===== src/eik_pkg.sv =====
// constants for the external request and key wakeup interrupt block
// assumes a 32-bit apb slave port and one 50 mhz clock
// How it works
// - both external request inputs use one vector pair at 3ffa and 3ffb
// - select 0: falling edge or low level sets flag; select 1: edge only
// - request raised for an external source while its flag and enable are set
// - request inputs share port c bits 7 and 6; levels readable there
// - pin-level branch instructions test only the first request input
// - eight key inputs on port b, each enabled, plus group enable
// - falling edge on an enabled key sets key flag; request when enabled
// - each key has its own fall latch; flag clear empties all eight
// - after enabling a pending source, request waits two instruction boundaries
// - the three timer 1 sources share vector 3ff6 and 3ff7
// - the two timer 2 sources share vector 3ff4 and 3ff5
// - serial transfer complete uses vector 3ff2 and 3ff3
// - timebase uses vector 3ff0 and 3ff1
// - control at 0008: enables 7,6,4, selects 3,2; others zero; resets zero
// - flags read-only; writing 1 to clear bit clears; clear bits read 0
// - system reset clears both external flags and the key flag
// - cpu mask bit gates all sources; masked requests stay latched
// - fixed priority: external, key, timer 1, timer 2, serial, timebase
package eik_pkg;
  // register byte addresses
  localparam logic [7:0] ADDR_CTRL = 8'h08;
  localparam logic [7:0] ADDR_STAT = 8'h0c;
  localparam logic [7:0] ADDR_KEYEN = 8'h10;
  localparam logic [7:0] ADDR_PINS = 8'h14;
  // control and status bit positions
  localparam int BIT_EN_A = 7;
  localparam int BIT_EN_B = 6;
  localparam int BIT_EN_KEY = 4;
  localparam int BIT_SEL_A = 3;
  localparam int BIT_SEL_B = 2;
  localparam int BIT_FLAG_A = 7;
  localparam int BIT_FLAG_B = 6;
  localparam int BIT_FLAG_KEY = 4;
  localparam int BIT_CLR_A = 3;
  localparam int BIT_CLR_B = 2;
  localparam int BIT_CLR_KEY = 0;
  // pin readback positions
  localparam int BIT_PIN_A = 7;
  localparam int BIT_PIN_B = 6;
  localparam int PIN_KEY_LSB = 8;
  // writable control bits and reset values
  localparam logic [7:0] CTRL_MASK = 8'hdc;
  localparam logic [7:0] CTRL_RESET = 8'h00;
  localparam logic [7:0] KEYEN_RESET = 8'h00;
  localparam int NUM_KEYS = 8;
  // source index inside the three-entry delay arrays
  localparam int SRC_A = 0;
  localparam int SRC_B = 1;
  localparam int SRC_KEY = 2;
  localparam int NUM_SRC = 3;
  // instruction boundaries to pass after an enable is set
  localparam logic [1:0] ENABLE_DELAY = 2'h2;
  // vector addresses, first byte of each pair
  localparam logic [13:0] VEC_EXT = 14'h3ffa;
  localparam logic [13:0] VEC_KEY = 14'h3ff8;
  localparam logic [13:0] VEC_TIMER_A = 14'h3ff6;
  localparam logic [13:0] VEC_TIMER_B = 14'h3ff4;
  localparam logic [13:0] VEC_SERIAL = 14'h3ff2;
  localparam logic [13:0] VEC_TIMEBASE = 14'h3ff0;
  localparam logic [13:0] VEC_NONE = 14'h0000;
endpackage : eik_pkg


===== src/eik_sync.sv =====
// two-flop synchroniser for a group of pin inputs
// assumes pins are asynchronous to pclk
`timescale 1ns/1ns
`default_nettype none
module eik_sync #(
  parameter int W = 10
) (
  // clock and reset
  input wire logic pclk,
  input wire logic presetn,
  // pins in, synchronised levels out
  input wire logic [W-1:0] pin_in,
  output logic [W-1:0] level
);
  logic [W-1:0] stage1;
  logic [W-1:0] stage2;
  logic [W-1:0] next_stage1;
  logic [W-1:0] next_stage2;

  // idle pins sit high, so reset to ones
  always_comb begin
    next_stage1 = pin_in;
    next_stage2 = stage1;
  end

  always_ff @(posedge pclk or negedge presetn) begin
    if (!presetn) begin
      stage1 <= '1;
      stage2 <= '1;
    end else begin
      stage1 <= next_stage1;
      stage2 <= next_stage2;
    end
  end

  assign level = stage2;
endmodule : eik_sync
`default_nettype wire


===== src/eik_ctrl.sv =====
// external request and key wakeup interrupt controller with apb registers
// assumes apb master on pclk, pins asynchronous, cpu signals on pclk
//
// The implementer's own choice: the APB interface to the registers.
`timescale 1ns/1ns
`default_nettype none
module eik_ctrl
  import eik_pkg::*;
(
  // clock and reset
  input wire logic pclk,
  input wire logic presetn,
  // apb slave
  input wire logic psel,
  input wire logic penable,
  input wire logic pwrite,
  input wire logic [31:0] paddr,
  input wire logic [31:0] pwdata,
  input wire logic [3:0] pstrb,
  output logic [31:0] prdata,
  output logic pready,
  output logic pslverr,
  // external pins, active low requests
  input wire logic ext_request_a_n,
  input wire logic ext_request_b_n,
  input wire logic [7:0] key_wakeup_n,
  // port c data latches of bits 7 and 6
  input wire logic port_c_latch7,
  input wire logic port_c_latch6,
  // peripheral requests, already locally enabled
  input wire logic timer_a_overflow_int,
  input wire logic timer_a_capture_int,
  input wire logic timer_a_compare_int,
  input wire logic timer_b_event_int,
  input wire logic timer_b_compare_int,
  input wire logic simple_serial_port_int,
  input wire logic timebase_int,
  // cpu side
  input wire logic cpu_i_mask,
  input wire logic instr_done,
  output logic irq_request,
  output logic [13:0] irq_vector,
  output logic branch_pin_level
);

  // synchronised pins
  logic [9:0] pin_level;
  logic pin_a;
  logic pin_b;
  logic [7:0] key_pin;

  eik_sync #(.W(10)) u_sync (
    .pclk(pclk),
    .presetn(presetn),
    .pin_in({ext_request_a_n, ext_request_b_n, key_wakeup_n}),
    .level(pin_level)
  );

  assign pin_a = pin_level[9];
  assign pin_b = pin_level[8];
  assign key_pin = pin_level[7:0];

  // state
  logic [7:0] ctrl;
  logic [7:0] key_en;
  logic flag_a;
  logic flag_b;
  logic [7:0] key_latch;
  logic src_a_prev;
  logic src_b_prev;
  logic [7:0] key_prev;
  logic [1:0] delay_cnt [NUM_SRC];
  logic [31:0] rdata;
  logic req_out;
  logic [13:0] vec_out;
  logic pin_out;

  logic [7:0] next_ctrl;
  logic [7:0] next_key_en;
  logic next_flag_a;
  logic next_flag_b;
  logic [7:0] next_key_latch;
  logic [1:0] next_delay_cnt [NUM_SRC];
  logic [31:0] next_rdata;
  logic next_req_out;
  logic [13:0] next_vec_out;

  // bus decode
  logic setup;
  logic wr_access;
  logic [7:0] addr;
  logic mapped;
  logic lane0;
  logic wr_ctrl;
  logic wr_stat;
  logic wr_keyen;

  assign setup = psel & ~penable;
  assign wr_access = psel & penable & pwrite;
  assign addr = paddr[7:0];
  assign mapped = (paddr[31:8] == 24'h000000) &&
                  ((addr == ADDR_CTRL) || (addr == ADDR_STAT) ||
                   (addr == ADDR_KEYEN) || (addr == ADDR_PINS));
  assign lane0 = pstrb[0];
  assign wr_ctrl = wr_access & lane0 & (addr == ADDR_CTRL) & mapped;
  assign wr_stat = wr_access & lane0 & (addr == ADDR_STAT) & mapped;
  assign wr_keyen = wr_access & lane0 & (addr == ADDR_KEYEN) & mapped;

  // zero wait states, error on unmapped address
  assign pready = 1'b1;
  assign pslverr = psel & penable & ~mapped;
  assign prdata = rdata;

  // request sources: pin low or port c latch low pulls the line
  logic src_a;
  logic src_b;
  logic fall_a;
  logic fall_b;
  logic [7:0] key_fall;
  logic clr_a;
  logic clr_b;
  logic clr_key;
  logic flag_key;
  logic [NUM_SRC-1:0] src_en;
  logic [NUM_SRC-1:0] src_flag;
  logic [NUM_SRC-1:0] src_req;
  logic [7:0] status;

  assign src_a = pin_a & port_c_latch7;
  assign src_b = pin_b & port_c_latch6;
  assign fall_a = src_a_prev & ~src_a;
  assign fall_b = src_b_prev & ~src_b;
  assign key_fall = key_prev & ~key_pin;

  assign clr_a = wr_stat & pwdata[BIT_CLR_A];
  assign clr_b = wr_stat & pwdata[BIT_CLR_B];
  assign clr_key = wr_stat & pwdata[BIT_CLR_KEY];

  assign flag_key = |key_latch;

  assign src_en[SRC_A] = ctrl[BIT_EN_A];
  assign src_en[SRC_B] = ctrl[BIT_EN_B];
  assign src_en[SRC_KEY] = ctrl[BIT_EN_KEY];
  assign src_flag[SRC_A] = flag_a;
  assign src_flag[SRC_B] = flag_b;
  assign src_flag[SRC_KEY] = flag_key;

  // status layout, clear bits read zero
  always_comb begin
    status = 8'h00;
    status[BIT_FLAG_A] = flag_a;
    status[BIT_FLAG_B] = flag_b;
    status[BIT_FLAG_KEY] = flag_key;
  end

  // flag set conditions, set wins over clear
  always_comb begin
    next_flag_a = flag_a;
    next_flag_b = flag_b;
    if (clr_a) begin
      next_flag_a = 1'b0;
    end
    if (clr_b) begin
      next_flag_b = 1'b0;
    end
    if (ctrl[BIT_SEL_A] ? fall_a : ~src_a) begin
      next_flag_a = 1'b1;
    end
    if (ctrl[BIT_SEL_B] ? fall_b : ~src_b) begin
      next_flag_b = 1'b1;
    end
  end

  // per key fall latches, one clear for all
  genvar k;
  generate
    for (k = 0; k < NUM_KEYS; k++) begin : g_key
      always_comb begin
        next_key_latch[k] = key_latch[k];
        if (clr_key) begin
          next_key_latch[k] = 1'b0;
        end
        if (key_en[k] & key_fall[k]) begin
          next_key_latch[k] = 1'b1;
        end
      end
    end
  endgenerate

  genvar s;
  generate
    for (s = 0; s < NUM_SRC; s++) begin : g_src
      logic rising_en;
      assign rising_en = wr_ctrl & ~src_en[s] &
                         pwdata[(s == SRC_A) ? BIT_EN_A :
                                (s == SRC_B) ? BIT_EN_B : BIT_EN_KEY];
      always_comb begin
        next_delay_cnt[s] = delay_cnt[s];
        if (rising_en) begin
          next_delay_cnt[s] = ENABLE_DELAY;
        end else if (instr_done && (delay_cnt[s] != 2'h0)) begin
          next_delay_cnt[s] = delay_cnt[s] - 2'h1;
        end
      end
      assign src_req[s] = src_flag[s] & src_en[s] & (delay_cnt[s] == 2'h0);
    end
  endgenerate

  // control, key enable and read data
  always_comb begin
    next_ctrl = ctrl;
    next_key_en = key_en;
    next_rdata = rdata;
    if (wr_ctrl) begin
      next_ctrl = pwdata[7:0] & CTRL_MASK;
    end
    if (wr_keyen) begin
      next_key_en = pwdata[7:0];
    end
    if (setup && !pwrite) begin
      next_rdata = 32'h00000000;
      unique case (addr)
        ADDR_CTRL: next_rdata[7:0] = ctrl;
        ADDR_STAT: next_rdata[7:0] = status;
        ADDR_KEYEN: next_rdata[7:0] = key_en;
        ADDR_PINS: begin
          next_rdata[BIT_PIN_A] = pin_a;
          next_rdata[BIT_PIN_B] = pin_b;
          next_rdata[PIN_KEY_LSB +: NUM_KEYS] = key_pin;
        end
        default: next_rdata = 32'h00000000;
      endcase
      if (paddr[31:8] != 24'h000000) begin
        next_rdata = 32'h00000000;
      end
    end
  end

  always_comb begin
    next_vec_out = VEC_NONE;
    if (src_req[SRC_A] | src_req[SRC_B]) begin
      next_vec_out = VEC_EXT;
    end else if (src_req[SRC_KEY]) begin
      next_vec_out = VEC_KEY;
    end else if (timer_a_overflow_int | timer_a_capture_int | timer_a_compare_int) begin
      next_vec_out = VEC_TIMER_A;
    end else if (timer_b_event_int | timer_b_compare_int) begin
      next_vec_out = VEC_TIMER_B;
    end else if (simple_serial_port_int) begin
      next_vec_out = VEC_SERIAL;
    end else if (timebase_int) begin
      next_vec_out = VEC_TIMEBASE;
    end
    next_req_out = (next_vec_out != VEC_NONE) & ~cpu_i_mask;
  end

  always_ff @(posedge pclk or negedge presetn) begin
    if (!presetn) begin
      ctrl <= CTRL_RESET;
      key_en <= KEYEN_RESET;
      flag_a <= 1'b0;
      flag_b <= 1'b0;
      key_latch <= 8'h00;
      src_a_prev <= 1'b1;
      src_b_prev <= 1'b1;
      key_prev <= 8'hff;
      for (int i = 0; i < NUM_SRC; i++) begin
        delay_cnt[i] <= 2'h0;
      end
      rdata <= 32'h00000000;
      req_out <= 1'b0;
      vec_out <= VEC_NONE;
      pin_out <= 1'b1;
    end else begin
      ctrl <= next_ctrl;
      key_en <= next_key_en;
      flag_a <= next_flag_a;
      flag_b <= next_flag_b;
      key_latch <= next_key_latch;
      src_a_prev <= src_a;
      src_b_prev <= src_b;
      key_prev <= key_pin;
      for (int i = 0; i < NUM_SRC; i++) begin
        delay_cnt[i] <= next_delay_cnt[i];
      end
      rdata <= next_rdata;
      req_out <= next_req_out;
      vec_out <= next_vec_out;
      pin_out <= pin_a;
    end
  end

  assign irq_request = req_out;
  assign irq_vector = vec_out;
  assign branch_pin_level = pin_out;

endmodule : eik_ctrl
`default_nettype wire


===== config.mk =====
export PLATFORM = sky130hd
export DESIGN_NAME = eik_ctrl
export DESIGN_NICKNAME = d
export VERILOG_FILES = /design/src/eik_pkg.sv /design/src/eik_sync.sv /design/src/eik_ctrl.sv
export SDC_FILE = /design/constraint.sdc
export NUM_CORES = 1
export LEC_CHECK = 0
export ABC_CLOCK_PERIOD_IN_PS = 3600
export BUFFER_PORTS_ARGS = -buffer_cell sky130_fd_sc_hd__buf_2
export CAP_MARGIN = 0
export CORE_ASPECT_RATIO = 2
export CORE_UTILIZATION = 40
export CTS_CLUSTER_DIAMETER = 150
export DETAILED_ROUTE_END_ITERATION = 12
export PLACE_DENSITY = 0.71
export SLEW_MARGIN = 20
export SYNTH_ARGS = -nofsm -noshare
export SYNTH_HDL_FRONTEND = slang
export SYNTH_SLANG_ARGS = --single-unit

===== constraint.sdc =====
create_clock -name pclk -period 3.6 [get_ports pclk]
set_input_delay 0.36 -clock pclk [delete_from_list [all_inputs] [get_ports pclk]]
set_output_delay 0.36 -clock pclk [all_outputs]
set_load 0.05 [all_outputs]

## Word-level counts from Yosys, hierarchy flattened

Index checks and enable logic that the tools add are counted.
W data, S select, Z words.

| cells by class | value |
|---|---|
| magnitude comparators | 0 |
| multipliers | 0 |
| shift operators | 0 |
| equality and inequality tests | 4 |
| bitwise operators | 53 |
| add/sub/neg operators | 3 |
| divide/modulo/power cells | 0 |
| reductions and logical operators | 32 |
| multiplexer cells | 31 |

Operators by type and width:

| cell | count |
|---|---|
| $mux W14 | 6 |
| $and A1 B1 Y1 | 39 |
| $reduce_bool A2 Y1 | 16 |
| $logic_not A24 Y1 | 1 |
| $reduce_bool A24 Y1 | 1 |
| $pmux W6 S3 | 1 |
| $eq A8 B4 Y1 const B | 2 |
| $eq A8 B5 Y1 const B | 2 |
| $mux W16 | 1 |
| $mux W1 | 15 |
| $reduce_bool A14 Y1 | 1 |
| $mux W2 | 6 |
| $and A8 B8 Y8 | 1 |
| $mux W8 | 1 |
| $not A1 Y1 | 8 |
| $not A8 Y8 | 1 |
| $pmux W2 S4 | 1 |
| $reduce_or A8 Y1 | 1 |
| $logic_not A2 Y1 | 3 |
| $sub A2 B1 Y2 const B | 3 |
| $logic_and A1 B1 Y1 | 5 |
| $or A1 B1 Y1 | 4 |
| $logic_or A1 B1 Y1 | 3 |
| $logic_not A1 Y1 | 1 |

| word-level totals | value |
|---|---|
| logic and storage cells | 147 |
| output and inout bits | 50 |
| bits in writable memories | 0 |
| input port bits | 94 |
| latch bits | 0 |
| memory bits (read-only) | 0 |
| register bits | 107 |
| memories | 0 |

## Depth between registers and ports, before layout

Gate-level depths: netlist of the first run.

| logic depth | value |
|---|---|
| word-level depth | 9 |
| depth in mapped cells | 6 |
| mapped depth without buffers | 6 |

## Cells and area by module

Synthesis of the first run repeated with hierarchy kept, for this count alone.

| second synthesis, totals | value |
|---|---|
| cell total of the unflattened synthesis | 291 |
| area, all modules | 3390.8 um^2 |

By module, submodules not included:

| module | instances | area each (um^2) | cells an instance | seq. area each (um^2) |
|---|---|---|---|---|
| eik_ctrl | 1 | 2865.2 | 271 | 1540.2 |
| eik_sync | 1 | 525.5 | 20 | 525.5 |

## Worst setup path after synthesis of the first run

OpenSTA, ideal clock, no wires.

| timing path | value |
|---|---|
| path kind | input -> output |
| from | input paddr[12] |
| to | output pslverr |
| path buffers | 0 |
| cell stages on the path | 4 |
| slack | 1160 ps |
| data arrival time | 2080 ps |
| required time | 3240 ps |
| cell sequence | or4_1 > or3_1 > or3_1 > o211a_1 |

| on the way | value |
|---|---|
| word-level cells in the longest chain between the ends | 4 |

RTL lines:

| what | RTL line | source |
|---|---|---|
| start, declared | eik_ctrl.sv:17 | `input wire logic [31:0] paddr,` |
| $logic_not A24 Y1 | eik_ctrl.sv:101 | `assign mapped = (paddr[31:8] == 24'h000000) &&` |
| $logic_and A1 B1 Y1 | eik_ctrl.sv:101 |  |
| $not A1 Y1 | eik_ctrl.sv:111 | `assign pslverr = psel & penable & ~mapped;` |
| $and A1 B1 Y1 | eik_ctrl.sv:111 |  |
| end, declared | eik_ctrl.sv:22 | `output logic pslverr,` |

Every way passes these cells.

## Worst setup path in the final report of the first run

Same ends and word-level chain as after synthesis.

==> results of run 1 <==
-- sequential cells by signal, summed over array words and instances (netlist names), 4 cells and up --
| signal | flops |
|---|---|
| key_en | 8 |
| key_latch | 8 |
| delay_cnt | 6 |
| irq_vector | 4 |
| prdata | 16 |
| u_sync.next_stage2 | 10 |
| u_sync.level | 10 |
| key_prev | 8 |
| ctrl | 5 |
-- kinds of logic (layout without fill, tap and decap cells) --
group / count (synthesis) / in the layout / synth area share
mux: 17 / 17 / 0.0542
buf+inv: 60 / 144 / 0.0953
other cells: 2 / 18 / 0.00218
compound gates: 48 / 48 / 0.0971
xor+xnor: 4 / 4 / 0.0102
simple gates: 76 / 76 / 0.130
fa+ha+maj: 3 / 3 / 0.0109
flops: 81 / 81 / 0.601
-- metal layers --
| layer | wire length [um] | up-vias | global-route usage | part of all wire |
|---|---|---|---|---|
| li1 | - | 1169 | - | - |
| met1 | 2660 | 1168 | 0.185 | 0.37 |
| met5 | 0 | - | 0 | 0 |
| met2 | 3870 | 110 | 0.310 | 0.54 |
| met3 | 409 | 16 | 0.0497 | 0.057 |
| met4 | 225 | 0 | 0.0946 | 0.031 |
-- report_power, final --
group / switching [mW] / internal (mW)
registers: 0.0297 / 0.979
clock network: 0.355 / 0.539
logic: 0.164 / 0.114
-- synth_stat cells (all sizes together) (7+ instances only) --
cell | instances | area share
mux2 | 13 | 0.043
nor2 | 7 | 0.0076
dfstp | 31 | 0.24
buf | 28 | 0.060
o21ai | 11 | 0.016
dfrtp | 50 | 0.36
nor4 | 10 | 0.026
nand2 | 24 | 0.026
inv | 28 | 0.031
o22ai | 9 | 0.016
-- metrics by stage --
stage,hold WS (ns),setup slack [ns],power [mW]
after CTS,0.109,0.916,2.21
final,0.123,0.923,2.18
after floorplan,0.0644,1.16,1.22
after global placement,0.345,0.884,1.28
after global routing,0.102,0.857,2.28
after detailed placement,0.347,0.851,1.30
-- cell usage in the layout, fill, tap and decap left out, types with 3 or more instances in the layout --
| master | instances |
|---|---|
| a21oi_1 | 5 |
| a22o_1 | 4 |
| a31o_2 | 4 |
| a31oi_1 | 3 |
| a32o_1 | 4 |
| buf_2 | 97 |
| buf_4 | 3 |
| clkbuf_16 | 9 |
| conb_1 | 18 |
| dfrtp_1 | 50 |
| dfstp_2 | 31 |
| ha_1 | 3 |
| inv_1 | 28 |
| mux2_2 | 13 |
| mux2i_1 | 4 |
| nand2_1 | 24 |
| nand3_1 | 5 |
| nand4_1 | 3 |
| nor2_1 | 7 |
| nor2b_1 | 5 |
| nor3_1 | 4 |
| nor4_1 | 7 |
| o21ai_0 | 10 |
| o22ai_1 | 9 |
| or3_1 | 4 |
| or4_1 | 4 |
| xnor2_1 | 4 |
-- final cells by class --
type,count,area (um^2)
clock inverters,6,65.1
repair buffers,100,508
multi-input cells,166,1110
clock buffers,10,229
flip-flops and latches,81,2070
fillers,751,4090
inverters,28,105
well taps,98,123
-- how the worst max path moves through the flow --
stage | endpoint | slack [ns] | cells past startpoint
6_report | pslverr | 0.92 | 6
5_1_grt | pslverr | 0.86 | 6
4_1_cts | pslverr | 0.92 | 6
3_5_place_dp | key_en[1] | 0.85 | 5
3_3_place_gp | key_en[7] | 0.88 | 5
2_1_floorplan | pslverr | 1.16 | 4
-- worst max-delay path: stages --
cell and delay (ns):
buf_2 0.11, or4_1 0.56, or3_1 0.49, or3_1 0.36
o211a_1 0.23, buf_2 0.21
==> metrics, run 1 <==
dominant synthesized flop cell=dfrtp_1; share of synthesized registers carrying an async set or reset=1.00; cells on worst reg2reg path=4; fin nets=483; FF+latch count, synth=81; Ant. Diodes=0; RR Startpoint=key_latch[1]; drc violations=0; H-tree Lvls=3; Worst slew margin=0.347; Overflow after GRT=0; final WL=7160 um; Root Buffer=clkbuf_16; via count=roughly 2,500; placed cell count=473; clk_skew=roughly 0.0079 ns; fmax=around 0.37 GHz; post_cts resized=0; Post-DP HPWL=5400 um; clock latency on the worst-skew pair=0.33 ns; unrepaired setup endpoints after global routing=false; Slew Viols, Final=0; cell area after layout=~4200 um^2; CTS clock-pin slew for the worst setup and hold paths=0.06 ns; final period utilization=0.744; quantity of I/O buffers inserted on ports=98; clock sinks=81; endpoints failing setup=0; Routed wire per std cell=14.6 um; setup bufs post-CTS=0; GP Congestion=just over 0.8; Yosys Warn Count=0; row count=47; register area share after synthesis=0.601; Via-to-Cell Ratio=between 5 and 6; Crit Path Max Fanout=5; Worst Path Required=3.24 ns; Mapped Cells=291; post-route non-filler standard cell count=489; Avg Cell Area, Syn=about 12 um^2; TritonCTS Buffers=9; largest net degree at the start of global routing=82; outcome=completed; vias in the first global route=2,546; full die area=9000 um^2; Post-synth EDFFs=0; core box area=slightly above 8000 um^2; Post-Syn Area=3440 um^2; worst reg2reg path endpoint=irq_vector[12]; Fin. Hold Viols=0; Power Density=519 nW/um^2; Setup TNS=0 ns; DRT Pass-1 Iters=6; fin crit period=2.68 ns; cts hold-fix bufs=0; I/O pin cnt=between 100 and 150; layout cells sized above 1=0.435; final core occ=0.507; post-synthesis cell type count=43; Hold Path Cell Cnt=1; CP arrival=2.32 ns; Min-Delay Path Class=input port to register; Worst Hold End=u_sync.next_stage2[1]; max-capacitance violation count=0; slew of the pin with the lowest slew margin=between 0.9 and 1 ns; VDD IR max=0.339 mV; first-pass GRT wire length=11,700 um; Die Ht=133 um; TritonCTS clock tree=built; Die Span X=67.6 um; Area growth, synth to finish=22.2%; Worst setup SP type=input port; drt first-iter violations=57; Antenna Nets Post-Route=0; initial core utilization=0.415; R2R Setup Slk=1.59 ns; Lkg Pwr=between 2 and 2.5 nW; Crit. Startpoint=paddr[12]; clk buf depth=2; total global-route track usage=0.179; Worst setup EP type=output pin; hold path startpoint=key_wakeup_n[1]; critical path class=input port to output pin; DP Area=just under 4000 um^2; initial antenna violation count=0
Note: power is estimated with default switching activity, not from simulation.
==> run 2, diff against run 1 <==
Settings changed: ABC_CLOCK_PERIOD_IN_PS 3600 to 2700.
Clock period 3.6 ns to 2.7 ns, I/O delays scaled along.
==> run 2 against run 1 <==
  * Via count rose by 0.97%
  * Cell area up 2.1%
  * First-iteration DRC count grew 100%
  * Final cell count grew 0.82%
  * Largest cell class unchanged
==> metrics, run 2 (synthesis results as in run 1) <==
fin crit period=roughly 2.5 ns; Die Span X=roughly 68 um; Via-to-Cell Ratio=5.04; Worst slew margin=0.346; max-capacitance violation count=0; clk buf depth=2; quantity of I/O buffers inserted on ports=98; crit path to=pslverr; I/O pin cnt=144; RR Startpoint=key_latch[1]; cts hold-fix bufs=0; Slew Viols, Final=0; Root Buffer=clkbuf_16; largest net degree at the start of global routing=82; Post-DP HPWL=5330 um; drt first-iter violations=116; Fin Hold WS=0.0320 ns; Worst setup SP type=input port; CTS clock-pin slew for the worst setup and hold paths=0.06 ns; clock sinks=81; R2R Setup Slk=0.71 ns; Buffers & Inverters on Critical Path=2; final period utilization=0.914; Setup TNS=0 ns; final WL=7190 um; VDD IR max=between 0.4 and 0.5 mV; vias in the first global route=about 2,500; cells on worst reg2reg path=4; GP Congestion=about 0.78; Die Ht=133 um; critical path class=input port to output pin; Lkg Pwr=2.06 nW; leading cell type in the layout, fill and taps excluded=buf_2; clk_skew=0.0102 ns; fin nets=a little under 500; Overflow after GRT=0; Critical-path top delay cell=or4_1; post_cts resized=0; CP arrival=2.20 ns; CP max stage delay=between 0.5 and 0.6 ns; Ant. Diodes=0; slew of the pin with the lowest slew margin=around 0.98 ns; worst reg2reg path endpoint=irq_vector[12]; first-pass GRT wire length=approximately 12,000 um; initial antenna violation count=0; Fin. Hold Viols=0; TritonCTS Buffers=9; Antenna Nets Post-Route=0; Power Density=727 nW/um^2; commonest non-fill, non-tap cells in the layout=buf_2, dfrtp_1, dfstp_2; Worst setup EP type=output pin; H-tree Lvls=3; Area growth, synth to finish=24.7%; Crit Path Max Fanout=5; Routed wire per std cell=14.6 um; Min-Delay Path Class=input port to register; Levels on crit path=6; initial core utilization=0.415; via count=2,487; DRT Pass-1 Iters=4; layout cells sized above 1=0.443; clock latency on the worst-skew pair=approximately 0.33 ns; outcome=completed; total global-route track usage=0.179; row count=47; full die area=9000 um^2; dominant delay contributor by cell family on the critical path=simple AND/OR/NAND/NOR gates; setup bufs post-CTS=0; fmax=0.405 GHz; Worst Path Required=2.43 ns; core box area=8290 um^2; drc violations=0; placed cell count=477; unrepaired setup endpoints after global routing=false; TritonCTS clock tree=built; Crit. Startpoint=paddr[12]; max reg flops=16; final core occ=0.517; CP cell instances=buf_2 > or4_1 > or3_1 > or3_1 > o211a_1 > buf_2; post-route non-filler standard cell count=slightly below 500; endpoints failing setup=0
==> run 2: cell types whose count changed in the layout (fill, tap and decap cells not counted) <==
| cell | previous run | this run |
|---|---|---|
| buf_4 | 3 | 7 |
| bufinv_16 | 1 | 3 |
| clkbuf_1 | 1 | 0 |
| clkbuf_8 | 0 | 1 |
| clkinv_2 | 2 | 1 |
| clkinv_4 | 0 | 1 |
| clkinvlp_4 | 1 | 0 |
| inv_6 | 2 | 1 |
==> run 2: cell type report <==
type | instances | area [um^2]
Clock buffer | 10 | 239
Sequential cell | 81 | 2070
Clock inverter | 6 | 113
Timing Repair Buffer | 104 | 538
Fill cell | 717 | 4000
Inverter | 28 | 105
Tap cell | 98 | 123
Multi-Input combinational cell | 166 | 1110
==> run 2: layer usage <==
metal | part of all wire | vias up | global-route usage
li1 | - | 1177 | -
met4 | 0.033 | 0 | 0.0969
met3 | 0.060 | 17 | 0.0522
met1 | 0.36 | 1185 | 0.187
met2 | 0.55 | 108 | 0.306
met5 | 0 | - | 0
==> run 2: how the worst min path moves through the flow <==
| stage | to | depth (start not counted) | slack (ns) | startpoint |
|---|---|---|---|---|
| after floorplan | ctrl[2] | 0 | -0.03 | presetn |
| after global placement | u_sync.level[7] | 0 | 0.35 | u_sync.next_stage2[7] |
| after detailed placement | u_sync.level[9] | 0 | 0.35 | u_sync.next_stage2[9] |
| after CTS | u_sync.next_stage2[4] | 1 | 0.02 | key_wakeup_n[4] |
| after global routing | u_sync.next_stage2[6] | 1 | 0.02 | key_wakeup_n[6] |
| final | u_sync.next_stage2[4] | 1 | 0.03 | key_wakeup_n[4] |
==> run 2: worst reg2reg max path: stages (launching register included) <==
cell	delay, ns
dfrtp_1	0.39
nor4_1	0.47
nand2_1	0.23
a31o_2	0.33
or4_1	0.46
==> run 2: power breakdown <==
| group | internal, mW | total, mW | switching, mW |
|---|---|---|---|
| combinational | 0.151 | 0.367 | 0.216 |
| clock | 0.931 | 1.41 | 0.476 |
| sequential | 1.31 | 1.34 | 0.0389 |
==> run 2: through the flow <==
| stage | worst slack (ns) | power, mW | area (um^2) |
|---|---|---|---|
| global route | 0.173 | 3.26 | 4290 |
| finish | 0.231 | 3.12 | 4290 |
| floorplan | 0.384 | 1.63 | 3500 |
| CTS | 0.227 | 3.16 | 4290 |
| global placement | 0.227 | 1.71 | 3940 |
| detailed placement | 0.234 | 1.74 | 3940 |
